--- config.mk ---
export PLATFORM = sky130hd
export DESIGN_NAME = art_sequencer
export DESIGN_NICKNAME = d
export VERILOG_FILES = /design/src/art_pkg.sv /design/src/art_irq_bit.sv /design/src/art_sequencer.sv
export SDC_FILE = /design/constraint.sdc
export NUM_CORES = 1
export LEC_CHECK = 0
export BUFFER_PORTS_ARGS = -buffer_cell sky130_fd_sc_hd__buf_2
export CAP_MARGIN = 20
export CORE_UTILIZATION = 54
export DETAILED_ROUTE_END_ITERATION = 7
export PLACE_DENSITY_LB_ADDON = 0.1
export REMOVE_ABC_BUFFERS = 1
export SKIP_LAST_GASP = 1
export SLEW_MARGIN = 0
export SYNTH_ARGS = -nofsm -noshare
export SYNTH_HDL_FRONTEND = slang
export SYNTH_SLANG_ARGS = --single-unit
--- constraint.sdc ---
create_clock -name pclk -period 6 [get_ports pclk]
set_input_delay 1.2 -clock pclk [delete_from_list [all_inputs] [get_ports pclk]]
set_output_delay 1.2 -clock pclk [all_outputs]
set_load 0.01 [all_outputs]
--- src/art_pkg.sv ---
// package: register map, encodings and timing for the auto-retry tx sequencer
package art_pkg;
  // apb register byte offsets
  localparam logic [11:0] ADDR_STATE_CTRL  = 12'h000; // state_control_reg
  localparam logic [11:0] ADDR_STATE_CONTROL_REG   = 12'h004; // transceiver_state_reg
  localparam logic [11:0] ADDR_EXT_CTRL    = 12'h008; // ext_mode_ctrl
  localparam logic [11:0] ADDR_STROBE_PIN  = 12'h00C; // strobe_pin_reg
  localparam logic [11:0] ADDR_IRQ_MASK    = 12'h010; // irq mask
  localparam logic [11:0] ADDR_IRQ_STATUS  = 12'h014; // irq status, write one clear

  // state_control_reg command codes (bits 4:0)
  localparam logic [4:0] CMD_TX_START      = 5'h02;
  localparam logic [4:0] CMD_RADIO_OFF     = 5'h08;
  localparam logic [4:0] CMD_AUTO_ACK_RX   = 5'h16;
  localparam logic [4:0] CMD_AUTO_RETRY_TX = 5'h19;

  // transceiver_state_reg codes
  localparam logic [4:0] ST_RADIO_OFF      = 5'h08;
  localparam logic [4:0] ST_AUTO_ACK_RX    = 5'h16;
  localparam logic [4:0] ST_ART_IDLE       = 5'h19;
  localparam logic [4:0] ST_ART_BUSY       = 5'h12;

  // transaction_result codes
  localparam logic [2:0] RES_SUCCESS       = 3'h0;
  localparam logic [2:0] RES_OK_PENDING    = 3'h1;
  localparam logic [2:0] RES_CHANNEL_BUSY  = 3'h3;
  localparam logic [2:0] RES_NO_ACK        = 3'h5;
  localparam logic [2:0] RES_INVALID       = 3'h7;

  // field positions
  localparam int RESULT_LSB   = 5;   // result in state_control_reg bits 7:5
  localparam int CSMA_LSB     = 1;   // csma_retry_limit in ext_mode_ctrl 3:1
  localparam int FRAME_LSB    = 4;   // frame retry limit in ext_mode_ctrl 7:4
  localparam int ACK_REQ_BIT  = 5;   // ack request bit of first payload octet
  localparam int PEND_BIT     = 4;   // frame pending bit of ack first octet
  localparam logic [2:0] CSMA_NONE = 3'h7;

  // irq bit positions
  localparam int IRQ_LOCK  = 0;
  localparam int IRQ_RXBEG = 2;
  localparam int IRQ_RXEND = 3;
  localparam int IRQ_TXEND = 4;
  localparam int IRQ_AMI   = 5;
  localparam int IRQ_W     = 6;

  // ack wait timing
  localparam int ACK_WAIT_NS  = 864000;
  localparam int CLK_NS       = 4;
  localparam int ACK_WAIT_CYC = ACK_WAIT_NS / CLK_NS; // longest time, rounds down

  // radio-side events gathered together
  typedef struct packed {
    logic cca_done;   // clear channel assessment finished
    logic cca_idle;   // result: channel idle
    logic tx_done;    // frame left the antenna
    logic rx_phr;     // valid phy header
    logic rx_addr_ok; // address filter hit
    logic rx_end;     // frame finished
    logic rx_fcs_ok;  // fcs valid
    logic rx_is_ack;  // frame is an ack of ours
    logic rx_pending; // ack frame pending bit
  } art_radio_s;
endpackage : art_pkg

--- src/art_irq_bit.sv ---
// one sticky interrupt flag with mask gating
`timescale 1ns/100ps
`default_nettype none
module art_irq_bit (
  input  wire logic pclk,    // clock
  input  wire logic presetn, // async reset
  input  wire logic set,     // event pulse
  input  wire logic clr,     // software clear
  input  wire logic mask,    // enable bit
  output logic      flag,    // sticky status
  output logic      irq      // masked output
);
  // set wins over clear
  always_ff @(posedge pclk or negedge presetn) begin
    if (!presetn) begin
      flag <= 1'b0;
    end else if (set) begin
      flag <= 1'b1;
    end else if (clr) begin
      flag <= 1'b0;
    end
  end
  // masked request
  assign irq = flag & mask;
endmodule : art_irq_bit
`default_nettype wire

--- src/art_sequencer.sv ---
// auto-retry transmit sequencer with apb registers and extended-mode irqs
//
// Added by the designer: the address map and the APB register port.
`timescale 1ns/100ps
`default_nettype none
module art_sequencer (
  input  wire logic               pclk,        // 250 mhz clock
  input  wire logic               presetn,     // async reset, active low
  input  wire logic               psel,        // apb select
  input  wire logic               penable,     // apb enable
  input  wire logic               pwrite,      // apb direction
  input  wire logic [11:0]        paddr,       // apb address
  input  wire logic [31:0]        pwdata,      // apb write data
  output logic      [31:0]        prdata,      // apb read data
  output logic                    pready,      // apb ready
  output logic                    pslverr,     // apb error
  input  wire art_pkg::art_radio_s radio,      // radio events
  input  wire logic [7:0]         fb_octet1,   // first payload octet of buffer
  output logic                    cca_start,   // request channel assessment
  output logic                    tx_start,    // request frame transmission
  output logic                    rx_enable,   // receiver on for ack wait or auto-ack receive
  output logic                    ack_tx_done, // own ack sent, one cycle
  output logic                    irq          // combined interrupt
);
  import art_pkg::*;

  typedef enum {S_OFF, S_IDLE, S_AACK, S_CCA, S_TX, S_ACKWAIT} art_state_e;

  art_state_e state;             // sequencer state
  logic [7:0] ext_ctrl;          // ext_mode_ctrl register
  logic [2:0] result;            // transaction_result
  logic [IRQ_W-1:0] irq_mask;    // mask register
  logic [IRQ_W-1:0] irq_flag;    // sticky flags
  logic [IRQ_W-1:0] irq_set;     // event pulses
  logic [IRQ_W-1:0] irq_out;     // masked flags
  logic [2:0] csma_cnt;          // csma attempts used
  logic [3:0] frame_cnt;         // frame attempts used
  logic [17:0] ack_timer;        // ack wait counter
  logic       art_entry;         // entry into auto-retry idle
  logic       off_evt;           // radio off command accepted
  logic       cca_clear;         // channel found idle
  logic       cca_fail;          // channel busy, attempts used up
  logic       cca_again;         // channel busy, try once more
  logic       sent_ack;          // frame sent, ack requested
  logic       sent_only;         // frame sent, no ack requested
  logic       ack_good;          // valid ack received
  logic       ack_late;          // ack wait ran out
  logic       retry_out;         // no frame retries left
  logic       retry_go;          // retry the frame from the channel check
  logic       frame_hit;         // filter hit of the frame in flight
  logic       wr;                // apb write strobe
  logic       rd_ok;             // address mapped
  logic       start_evt;         // transaction start
  logic       done_evt;          // transaction finished
  logic       lock_evt;          // pll lock event
  logic [2:0] csma_lim;          // csma_retry_limit
  logic [3:0] frame_lim;         // frame retry limit

  // retry limits from ext_mode_ctrl
  assign csma_lim  = ext_ctrl[CSMA_LSB +: 3];
  assign frame_lim = ext_ctrl[FRAME_LSB +: 4];

  // apb: zero wait states
  assign pready = 1'b1;
  assign wr     = psel & penable & pwrite;

  // address decode
  always_comb begin
    rd_ok  = 1'b1;
    prdata = 32'h0000_0000;
    unique case (paddr)
      ADDR_STATE_CTRL: prdata[7:0] = {result, 5'h00};
      ADDR_STATE_CONTROL_REG: begin
        unique case (state)
          S_OFF:   prdata[4:0] = ST_RADIO_OFF;
          S_IDLE:  prdata[4:0] = ST_ART_IDLE;
          S_AACK:  prdata[4:0] = ST_AUTO_ACK_RX;
          default: prdata[4:0] = ST_ART_BUSY;
        endcase
      end
      ADDR_EXT_CTRL:   prdata[7:0] = ext_ctrl;
      ADDR_STROBE_PIN: prdata = 32'h0000_0000;
      ADDR_IRQ_MASK:   prdata[IRQ_W-1:0] = irq_mask;
      ADDR_IRQ_STATUS: prdata[IRQ_W-1:0] = irq_flag;
      default:         rd_ok = 1'b0;
    endcase
  end
  // unmapped address answers with an error
  assign pslverr = psel & penable & ~rd_ok;

  // configuration registers
  always_ff @(posedge pclk or negedge presetn) begin
    if (!presetn) begin
      ext_ctrl <= 8'h00;
      irq_mask <= '0;
    end else if (wr) begin
      if (paddr == ADDR_EXT_CTRL) begin
        ext_ctrl <= pwdata[7:0];
      end
      if (paddr == ADDR_IRQ_MASK) begin
        irq_mask <= pwdata[IRQ_W-1:0];
      end
    end
  end

  // start from strobe bit or tx command
  assign start_evt = wr && (state == S_IDLE) &&
                     ((paddr == ADDR_STROBE_PIN && pwdata[0]) ||
                      (paddr == ADDR_STATE_CTRL && pwdata[4:0] == CMD_TX_START));
  assign lock_evt  = wr && (state == S_OFF) && (paddr == ADDR_STATE_CTRL) &&
                     (pwdata[4:0] == CMD_AUTO_RETRY_TX ||
                      pwdata[4:0] == CMD_AUTO_ACK_RX);

  // mode entry command from off
  assign art_entry = lock_evt && (pwdata[4:0] == CMD_AUTO_RETRY_TX);
  // radio off accepted from either idle mode
  assign off_evt   = wr && (paddr == ADDR_STATE_CTRL) && (pwdata[4:0] == CMD_RADIO_OFF) &&
                     ((state == S_IDLE) || (state == S_AACK));

  // channel check outcomes, taken only on the done pulse
  assign cca_clear = (state == S_CCA) && radio.cca_done && radio.cca_idle;
  assign cca_fail  = (state == S_CCA) && radio.cca_done && !radio.cca_idle &&
                     (csma_cnt >= csma_lim);
  assign cca_again = (state == S_CCA) && radio.cca_done && !radio.cca_idle &&
                     (csma_cnt < csma_lim);

  // end of the frame on air, split by the ack request bit
  assign sent_ack  = (state == S_TX) && radio.tx_done && fb_octet1[ACK_REQ_BIT];
  assign sent_only = (state == S_TX) && radio.tx_done && !fb_octet1[ACK_REQ_BIT];

  // ack wait outcomes; a good ack beats the timeout in the same cycle
  assign ack_good  = (state == S_ACKWAIT) && radio.rx_end && radio.rx_is_ack &&
                     radio.rx_fcs_ok;
  assign ack_late  = (state == S_ACKWAIT) && !ack_good &&
                     (ack_timer == 18'(ACK_WAIT_CYC - 1));
  // csma disabled means a single attempt
  assign retry_out = ack_late &&
                     ((csma_lim == CSMA_NONE) || (frame_cnt >= frame_lim));
  assign retry_go  = ack_late && !retry_out;

  // sequencer state
  always_ff @(posedge pclk or negedge presetn) begin
    if (!presetn) begin
      state <= S_OFF;
    end else begin
      unique case (state)
        // radio off: waits for a mode command
        S_OFF: begin
          // mode command picks the target state
          if (art_entry) begin
            state <= S_IDLE;
          end else if (lock_evt) begin
            state <= S_AACK;
          end
        end
        // auto-retry idle: waits for a start
        S_IDLE: begin
          if (start_evt) begin
            // immediate send when csma is disabled
            state <= (csma_lim == CSMA_NONE) ? S_TX : S_CCA;
          end else if (off_evt) begin
            state <= S_OFF;
          end
        end
        // auto-ack receive: left only by radio off
        S_AACK: begin
          if (off_evt) begin
            state <= S_OFF;
          end
        end
        // channel check running
        S_CCA: begin
          // busy with attempts left: stay and count
          if (cca_clear) begin
            state <= S_TX;
          end else if (cca_fail) begin
            state <= S_IDLE;
          end
        end
        // frame on air
        S_TX: begin
          if (sent_ack) begin
            state <= S_ACKWAIT;
          end else if (sent_only) begin
            state <= S_IDLE;
          end
        end
        // receiver on, waiting for the ack
        S_ACKWAIT: begin
          // foreign frames are ignored here
          if (ack_good || retry_out) begin
            state <= S_IDLE;
          end else if (retry_go) begin
            state <= S_CCA;
          end
        end
        // unreachable codes fall back to off
        default: begin
          state <= S_OFF;
        end
      endcase
    end
  end

  // transaction_result, one write per outcome
  always_ff @(posedge pclk or negedge presetn) begin
    if (!presetn) begin
      result <= RES_INVALID;
    end else if (art_entry) begin
      // entering the mode invalidates the old outcome
      result <= RES_INVALID;
    end else if (cca_fail) begin
      // channel never found clear
      result <= RES_CHANNEL_BUSY;
    end else if (sent_only) begin
      // no ack asked: sending is success
      result <= RES_SUCCESS;
    end else if (ack_good) begin
      // pending bit of the ack selects the code
      result <= radio.rx_pending ? RES_OK_PENDING : RES_SUCCESS;
    end else if (retry_out) begin
      result <= RES_NO_ACK;
    end
  end

  // one completion pulse per transaction, never per attempt
  always_ff @(posedge pclk or negedge presetn) begin
    if (!presetn) begin
      done_evt <= 1'b0;
    end else begin
      done_evt <= cca_fail | sent_only | ack_good | retry_out;
    end
  end

  // csma attempts of the current frame attempt
  always_ff @(posedge pclk or negedge presetn) begin
    if (!presetn) begin
      csma_cnt <= 3'h0;
    end else if (start_evt || retry_go) begin
      // fresh count for every transaction and retry
      csma_cnt <= 3'h0;
    end else if (cca_again) begin
      csma_cnt <= csma_cnt + 3'h1;
    end
  end

  // frame retries of the current transaction
  always_ff @(posedge pclk or negedge presetn) begin
    if (!presetn) begin
      frame_cnt <= 4'h0;
    end else if (start_evt) begin
      frame_cnt <= 4'h0;
    end else if (retry_go) begin
      frame_cnt <= frame_cnt + 4'h1;
    end
  end

  // ack wait timer, restarted at each send that asks for an ack
  always_ff @(posedge pclk or negedge presetn) begin
    if (!presetn) begin
      ack_timer <= '0;
    end else if (sent_ack) begin
      ack_timer <= '0;
    end else if (state == S_ACKWAIT) begin
      ack_timer <= ack_timer + 18'h1;
    end
  end

  // address filter hit of the frame in flight, dropped at its end
  always_ff @(posedge pclk or negedge presetn) begin
    if (!presetn) begin
      frame_hit <= 1'b0;
    end else if ((state != S_AACK) || radio.rx_end) begin
      frame_hit <= 1'b0;
    end else if (radio.rx_phr) begin
      // a new header starts a new frame
      frame_hit <= radio.rx_addr_ok;
    end else if (radio.rx_addr_ok) begin
      frame_hit <= 1'b1;
    end
  end

  // radio requests, decoded from the state alone
  assign cca_start   = (state == S_CCA);
  assign tx_start    = (state == S_TX);
  assign rx_enable   = (state == S_ACKWAIT) || (state == S_AACK);
  // own ack transmit end in auto-ack mode
  assign ack_tx_done = (state == S_AACK) & radio.tx_done;

  // interrupt event sources
  always_comb begin
    irq_set            = '0;
    // pll lock on entry from off
    irq_set[IRQ_LOCK]  = lock_evt;
    // end of a whole transaction, or of our own ack
    irq_set[IRQ_TXEND] = done_evt | ack_tx_done;
    // ack frames never raise receive events
    irq_set[IRQ_RXBEG] = (state == S_AACK) & radio.rx_phr & ~radio.rx_is_ack;
    irq_set[IRQ_AMI]   = (state == S_AACK) & radio.rx_addr_ok & ~radio.rx_is_ack;
    // receive end only for a filtered frame with good fcs
    irq_set[IRQ_RXEND] = (state == S_AACK) & radio.rx_end & (frame_hit | radio.rx_addr_ok) &
                         radio.rx_fcs_ok & ~radio.rx_is_ack;
    // bit 1 has no source here
    irq_set[1]         = 1'b0;
  end

  // sticky flags, write one to clear
  genvar g;
  generate
    for (g = 0; g < IRQ_W; g++) begin : g_irq
      art_irq_bit u_bit (
        .pclk    (pclk),
        .presetn (presetn),
        .set     (irq_set[g]),
        .clr     (wr && paddr == ADDR_IRQ_STATUS && pwdata[g]),
        .mask    (irq_mask[g]),
        .flag    (irq_flag[g]),
        .irq     (irq_out[g])
      );
    end
  endgenerate

  assign irq = |irq_out;
endmodule : art_sequencer
`default_nettype wire

# Yosys cells after proc, flatten, opt, wreduce, memory -nomap -nowiden
# Index checks and enable logic that the tools add are counted.
totals:
  output_inout_bits: 39
  mem_bits_ro: 0
  latchBits: 0
  mem_count: 0
  reg_bits: 81
  mem_bits_rw: 0
  elab_cells: 174
  input_bits: 66
op_classes:
  magnitude_cmp: 3
  n_mux: 42
  reduce_logical: 62
  add_sub_neg: 3
  n_bitwise: 24
  mul: 0
  div_mod_pow: 0
  shifts: 0
  n_eq_ne: 26
ops:
  columns: ["operator", "n"]
  rows:
  - ["2-to-1 mux 32 bit", 10]
  - ["one-hot mux 32 bit (6 select lines)", 1]
  - ["== test 32 x 3 -> 1 bit, second input constant", 4]
  - ["== test 32 x 2 -> 1 bit, second input constant", 3]
  - ["== test 32 x 4 -> 1 bit, second input constant", 2]
  - ["zero test 32 bit", 2]
  - ["2-to-1 mux 18 bit", 2]
  - ["== test 32 x 1 -> 1 bit, second input constant", 1]
  - ["logical AND 1 bit", 32]
  - ["!= test 32 x 3 -> 1 bit, second input constant", 1]
  - ["== test 12 x 4 -> 1 bit, second input constant", 2]
  - ["== test 12 x 5 -> 1 bit, second input constant", 2]
  - ["2-to-1 mux 3 bit", 8]
  - ["one-hot mux 5 bit (4 select lines)", 1]
  - ["adder 18 x 1 -> 18 bit, second input constant", 1]
  - ["== test 18 bit, second input constant", 1]
  - ["AND 1 bit", 17]
  - ["nonzero test 2 bit", 8]
  - ["2-to-1 mux 1 bit", 15]
  - ["one-hot mux 5 bit (3 select lines)", 1]
  - ["== test 12 x 3 -> 1 bit, second input constant", 1]
  - ["zero test 12 bit", 1]
  - ["!= test 3 bit, second input constant", 4]
  - ["== test 5 bit, second input constant", 2]
  - ["21 further kinds", 38]

# Depth between registers and ports, before layout
# Gate-level depths: netlist (run 1).
logic_depth:
  ltp_word: 13
  ltp_mapped: 8
  mapped_depth_nobuf: 8

# By module
# Synthesis (run 1) repeated with hierarchy kept, for this count alone.
hier_totals:
  hier_cells: 441
  area_unflattened_um2: 4393.0
by_module_without_submodules:
  columns: ["module", "cells_per_inst", "area_each_um2", "n_inst", "seq_area_each_um2"]
  rows:
  - ["art_sequencer", 417, 4137.7, 1, 1905.6]
  - ["art_irq_bit", 4, 42.5, 6, 25.0]

# Worst setup path after synthesis (run 1)
# OpenSTA, ideal clock, no wires.
synth_timing:
  path_type: "input port to output port"
  start: "in paddr[7]"
  end: "out prdata[0]"
  path_stages: 6
  setup_slack_ns: 2.357
  required_time_ns: 4.800
  t_arrival_ns: 2.443
  n_path_buf: 0
  path_cell_list: "nor4_2 nand3_1 nor4b_1 inv_1 o21ai_0 a221o_1"
synth_via:
  elab_chain_len: 2
  word_cells_on_any_way: 5
  classes_between: "4 x eq/ne; 1 x mux"
synth_lines:
  columns: ["item", "line", "source"]
  rows:
  - ["start, declared", "art_sequencer.sv:12", "input wire logic [11:0] paddr,"]
  - ["== test 12 x 5 -> 1 bit, or another cell as far along", "art_sequencer.sv:71", "unique case (paddr)"]
  - ["one-hot mux 5 bit (4 select lines) *", "art_sequencer.sv:71", null]
  - ["end, declared", "art_sequencer.sv:14", "output logic [31:0] prdata,"]
# Mark *: on every way between the ends. The rest lies on a longest branch, timed or not.

# Worst setup path after layout (run 1)
# Same ends and word-level chain as after synthesis.

==> flow_summary.json, run 1 <==
{
  "rsz0062_at_grt": "no",
  "clk_pin_slew_worst_paths_ns": 0.09,
  "worst_pin_slew_ns": 0.986,
  "start_util_pct": 55.7,
  "root_buffer": "clkbuf_8",
  "clockBufferDepth": 2,
  "syn-instance-count": 421,
  "dp_hpwl_um": 6460,
  "grt_pass1_wl_um": 14700,
  "numPortBuffers": 48,
  "slowest_delay_ns": 0.48,
  "die_h_um": 91.3,
  "drt_first_pass_iters": 5,
  "hold_buffers": 0,
  "antenna_cells": 0,
  "timing.rr.end": "state[2]",
  "synthFlopType": "dfrtp_1",
  "post-cts-setup-buffer-count": 0,
  "dieArea_um2": 8330,
  "synth_edf_count": 0,
  "cp_slowest_cell": "nor4b_1",
  "hold_viol": 0,
  "min_period_ns": 4.07,
  "fillerInstances": 688,
  "wire_per_inst_um": 14.7,
  "grt_max_degree": 82,
  "via_per_inst": 5.40,
  "synth_top_area_share_pct": 45.3,
  "critical_path_class": "input port to primary output",
  "synth.distinct_cells": 70,
  "path_delay_family": "simple AND/OR/NAND/NOR gates",
  "place_area_um2": 4620,
  "final_area_um2": 4890,
  "synth.avg_cell_area_um2": 10.2,
  "min-delay-start": "done_evt",
  "whs_endpoint": "g_irq[4].u_bit.flag",
  "grt_usage_pct": 22.7,
  "crit_top_cell": "buf_2",
  "core_um2": 7730,
  "cts_tree": "yes",
  "peakVddDrop_v": 0.000165,
  "hp-class": "register to register",
  "setup_viol": 0,
  "cp_data_arrival_time_ns": 2.87,
  "cap_violations": 0,
  "drive_above_1_share_pct": 19.9,
  "wl_um": 8870,
  "crit_chain": "buf_2 > nor4_2 > nand3_1 > nor4b_1 > inv_1 > o21ai_0 > a221o_1 > buf_2",
  "yosysTopAreaCell": "dfrtp_1",
  "r2r_cells": 6,
  "num_vias": 3264,
  "io_pins": 105,
  "area_growth_pct": 13.7,
  "yosys-top-cells-area": "dfrtp_1, buf_4, nor2_1",
  "finalSetupTns_ns": 0,
  "powerDensity_nw_per_um2": 230,
  "final-seq-area_um2": 2030,
  "critPathCaptureType": "primary output",
  "crit_fanout": 3,
  "status": "complete, no violations",
  "critPathLaunchType": "input port",
  "multi_input_area_um2": 2160,
  "h-tree-depth": 3,
  "yosysSeqAreaShare_pct": 47.2,
  "finalClockSkew_ns": 0.00960,
  "min_path_cells": 1,
  "slew_headroom_pct": 33.8,
  "synth.most_common_cell": "dfrtp_1",
  "rrSetupSlack_ns": 3.36,
  "drt_iter0_drc": 172,
  "ys_async_sr_fraction_pct": 100,
  "leakage_nw": 2.25,
  "grt_pass1_vias": 3182,
  "rows": 32,
  "power_w": 0.00113,
  "drc": 0,
  "gp_congestion": 0.885,
  "cts_resized": 0,
  "ys_top_cells_by_count": "dfrtp_1, nor2_1, nand2_1",
  "insertion_delay_ns": 0.34,
  "antenna_found_initial": 0,
  "syn-cell-area_um2": 4310,
  "r2r_start": "state[4]",
  "drv_slew": 0,
  "detail-route-antenna-nets": 0,
  "fin_nets": 574,
  "gr-total-overflow": 0,
  "dieWidth_um": 91.3,
  "fmax_mhz": 246,
  "worst-endpoint-required_ns": 4.80,
  "ys_ff_latch": 81,
  "yosysWarnings": 0,
  "finalCritPeriodShare_pct": 67.9,
  "crit_cells": 8,
  "cts_sinks": 81,
  "path_buf_inv": 3,
  "numCtsBuffers": 9,
  "hold-worst-slack_ns": 0.438
}
[stage by stage]
| step | instances | setup slack, ns | utilization, % |
|---|---|---|---|
| global route | 605 | 1.76 | 63.3 |
| CTS | 604 | 1.93 | 63.0 |
| floorplan | 438 | 2.36 | - |
| detailed placement | 588 | 1.94 | 59.8 |
| global placement | 588 | 1.95 | 59.8 |
| finish | 605 | 1.93 | 63.3 |
[cells in the final DEF (no fill, tap or decap), types with 3 or more instances in the layout]
cell,n
xor2_1,5
o21ai_0,8
a22o_1,3
nor2b_1,5
buf_2,47
and3_1,8
a21oi_1,12
nand3_1,15
inv_1,17
a222oi_1,3
dfrtp_1,78
nand2b_1,3
a211o_1,3
clkbuf_8,9
xnor2_1,14
clkinv_4,3
nand4_1,10
mux2i_1,5
mux2_2,12
nor4_2,6
or3_1,4
or4_4,3
dfstp_2,3
bufinv_16,3
nor2_1,41
nor3_1,13
conb_1,54
nand2_1,40
ha_1,10
and4_1,4
nor4_1,8
nand3b_1,4
[cell families after synthesis]
| kind of cell | Yosys count | share of synthesized area [%] |
|---|---|---|
| and+or+nand+nor | 184 | 24.9 |
| muxes | 19 | 4.82 |
| xor gates and xnor gates | 19 | 3.87 |
| buffers and inverters | 52 | 7.24 |
| AOI/OAI and AO/OA | 54 | 8.95 |
| adders and majority gates | 10 | 2.91 |
| other | 2 | 0.174 |
| DFF | 81 | 47.2 |
[final cells by class]
cell class | count | share of cell area [%]
Clock buffer | 10 | 2.61
Clock inverter | 6 | 2.38
Inverter | 17 | 1.30
Multi-Input combinational cell | 340 | 44.1
Sequential cell | 81 | 41.5
Tap cell | 102 | 2.61
Timing Repair Buffer | 49 | 5.52
[metal layers]
metal | routed length, um | GRT usage, %
met1 | 4020 | 29.8
met2 | 4260 | 37.9
met3 | 410 | 3.02
met4 | 176 | 9.66
met5 | 0 | 0
[worst max path at each step]
stage | slack [ns] | start | endpoint
after detailed placement | 1.94 | paddr[7] | prdata[0]
after global placement | 1.95 | paddr[7] | prdata[0]
after global routing | 1.76 | paddr[7] | prdata[0]
after floorplan | 2.36 | paddr[7] | prdata[0]
after CTS | 1.93 | paddr[7] | prdata[0]
final | 1.93 | paddr[7] | prdata[0]
[where the power goes]
| part | leakage (nW) | switching [W] | internal [W] |
|---|---|---|---|
| clock | 0.121 | 0.000199 | 0.000279 |
| combinational | 1.15 | 0.0000475 | 0.0000248 |
| sequential | 0.976 | 0.0000116 | 0.000564 |
[flip-flops by register name, summed over array words and instances (netlist names)]
register,flops
csma_cnt,3
ext_ctrl,8
irq_mask,6
ack_timer,18
state,32
done_evt,1
g_irq.u_bit.flag,5
frame_cnt,4
frame_hit,1
result,3
Note: power is estimated with default switching activity, not from simulation.
==> run 2: changes to the inputs <==
- CORE_UTILIZATION: 54 -> 49
- clock period: 6 -> 3.4 ns (I/O delays scaled with it)
==> run 2 against run 1 <==
Compared with the run above: power up 70%; first-iteration DRC count increased by 42%; combinational power is 78% higher; cell count increased by 1.2%; final area is essentially flat; sequential share of layout area about the same; core utilization shrank 4.6 points; setup slack got worse by 1.8 ns; global-route usage fell by 1.0 points; die area up 10%; via count is 0.12% higher; clock-buffer cell count decreased by 1.
==> flow_summary.json, run 2 (synthesized netlist as in run 1, its figures left out) <==
{
  "status": "complete, no violations",
  "rsz0062_at_grt": "no",
  "critical_path_class": "register to primary output",
  "antenna_cells": 0,
  "numPortBuffers": 48,
  "cts_sinks": 81,
  "drt_iter0_drc": 244,
  "final_common_cell": "dfrtp_1",
  "drt_first_pass_iters": 5,
  "cap_violations": 0,
  "hold_viol": 0,
  "reg.largest.list": "state (32), ack_timer (18), ext_ctrl (8)",
  "area_growth_pct": 13.8,
  "utilization_pct": 58.7,
  "num_vias": 3268,
  "min_period_ns": 3.26,
  "crit_fanout": 10,
  "final-seq-area_um2": 2030,
  "hold_buffers": 0,
  "cp_slowest_cell": "or4_4",
  "detail-route-antenna-nets": 0,
  "setup_viol": 0,
  "drv_slew": 0,
  "dieWidth_um": 95.7,
  "leakage_nw": 2.26,
  "fin_nets": 578,
  "setup.worst_path.start": "state[13]",
  "max_flop_register": "state",
  "post-cts-setup-buffer-count": 0,
  "powerDensity_nw_per_um2": 391,
  "root_buffer": "clkbuf_8",
  "finalClockSkew_ns": 0.00957,
  "dr.max_layer_used": "met4",
  "hp-class": "input port to asynchronous set/reset pin",
  "clockBufferDepth": 2,
  "via_per_inst": 5.34,
  "clk_pin_slew_worst_paths_ns": 0.10,
  "cp_data_arrival_time_ns": 2.58,
  "grt_pass1_vias": 3110,
  "finalSetupTns_ns": 0,
  "slowest_delay_ns": 0.57,
  "wl_met2_um": 4040,
  "largest_reg_flops": 32,
  "gp_congestion": 0.881,
  "cts_tree": "yes",
  "die_h_um": 95.7,
  "dieArea_um2": 9170,
  "rows": 33,
  "gr-total-overflow": 0,
  "drc": 0,
  "numCtsBuffers": 9,
  "worst-endpoint-required_ns": 2.72,
  "dp_hpwl_um": 6680,
  "final_cell_mix": "dfrtp_1, conb_1, buf_2, nor2_1, nand2_1",
  "crit_chain": "or4_4 > nor2_8 > and3_1 > nand2_1 > a222oi_1 > inv_1 > buf_2",
  "fillerInstances": 738,
  "critPathCaptureType": "primary output",
  "h-tree-depth": 3,
  "wl_met1_um": 4210,
  "cts_resized": 0,
  "wl_um": 9000,
  "fmax_mhz": 307,
  "io_pins": 105,
  "critPathLaunchType": "register",
  "wire_per_inst_um": 14.7,
  "multi_input_area_um2": 2160,
  "insertion_delay_ns": 0.36,
  "peakVddDrop_v": 0.000266,
  "start_util_pct": 51.6,
  "grt_max_degree": 82,
  "grt_usage_pct": 21.7,
  "core_um2": 8340,
  "r2r_start": "ack_timer[15]",
  "grt_pass1_wl_um": 14700,
  "finalCritPeriodShare_pct": 95.8,
  "antenna_found_initial": 0,
  "drive_above_1_share_pct": 20.7,
  "route.met3.wl_um": 489
}
[run 2: cell count changes in the layout (fill, tap and decap cells not counted)]
cell	before	now
buf_4	1	5
inv_8	0	3
bufinv_16	3	1
clkinv_4	3	1
inv_6	0	2
clkbuf_1	1	0
[run 2: metal layers]
metal	vias to the layer above	track usage, %
met5	-	0
met4	0	9.58
met3	18	4.66
met2	105	34.0
met1	1556	29.0
li1	1589	-
[run 2: path summary, 6_finish.rpt]
kind	slack, ns	cells past startpoint	to
min in group pclk	0.45	1	g_irq[4].u_bit.flag
max in group asynchronous	2.66	2	result[2]
min reg2reg	0.45	1	g_irq[4].u_bit.flag
min	0.12	1	irq_mask[3]
max	0.14	7	prdata[1]
max reg2reg	1.13	6	frame_cnt[1]
[run 2: cell type report]
class | instances | area share, %
Inverter | 17 | 1.30
Multi-Input combinational cell | 340 | 44.1
Clock buffer | 9 | 2.53
Clock inverter | 7 | 1.84
Sequential cell | 81 | 41.5
Timing Repair Buffer | 53 | 6.13
Tap cell | 105 | 2.68
[run 2: per-stage QoR]
stage	hold WS (ns)	cell area [um2]	power (W)	std cells	worst slack (ns)
after floorplan	0.384	4250	0.00109	438	0.797
after global placement	0.418	4660	0.00116	595	0.532
after detailed placement	0.431	4660	0.00116	595	0.520
after CTS	0.454	4870	0.00193	611	0.125
after global routing	0.102	4900	0.00200	612	0.0304
final	0.123	4900	0.00191	612	0.143
[run 2: report_power, final]
group | switching, W | leakage (nW) | internal (W)
combinational | 0.0000844 | 1.17 | 0.0000441
clock | 0.000407 | 0.110 | 0.000361
sequential | 0.0000204 | 0.976 | 0.000996
total | 0.000512 | 2.26 | 0.00140
[run 2: critical path, delay by kind of cell (launching register included)]
kind / cells / cell delay [ns]
AND/OR/NAND/NOR: 4 / 1.29
flip-flops: 1 / 0.37
AO/OA/AOI/OAI: 1 / 0.36
buffers and inverters: 2 / 0.20
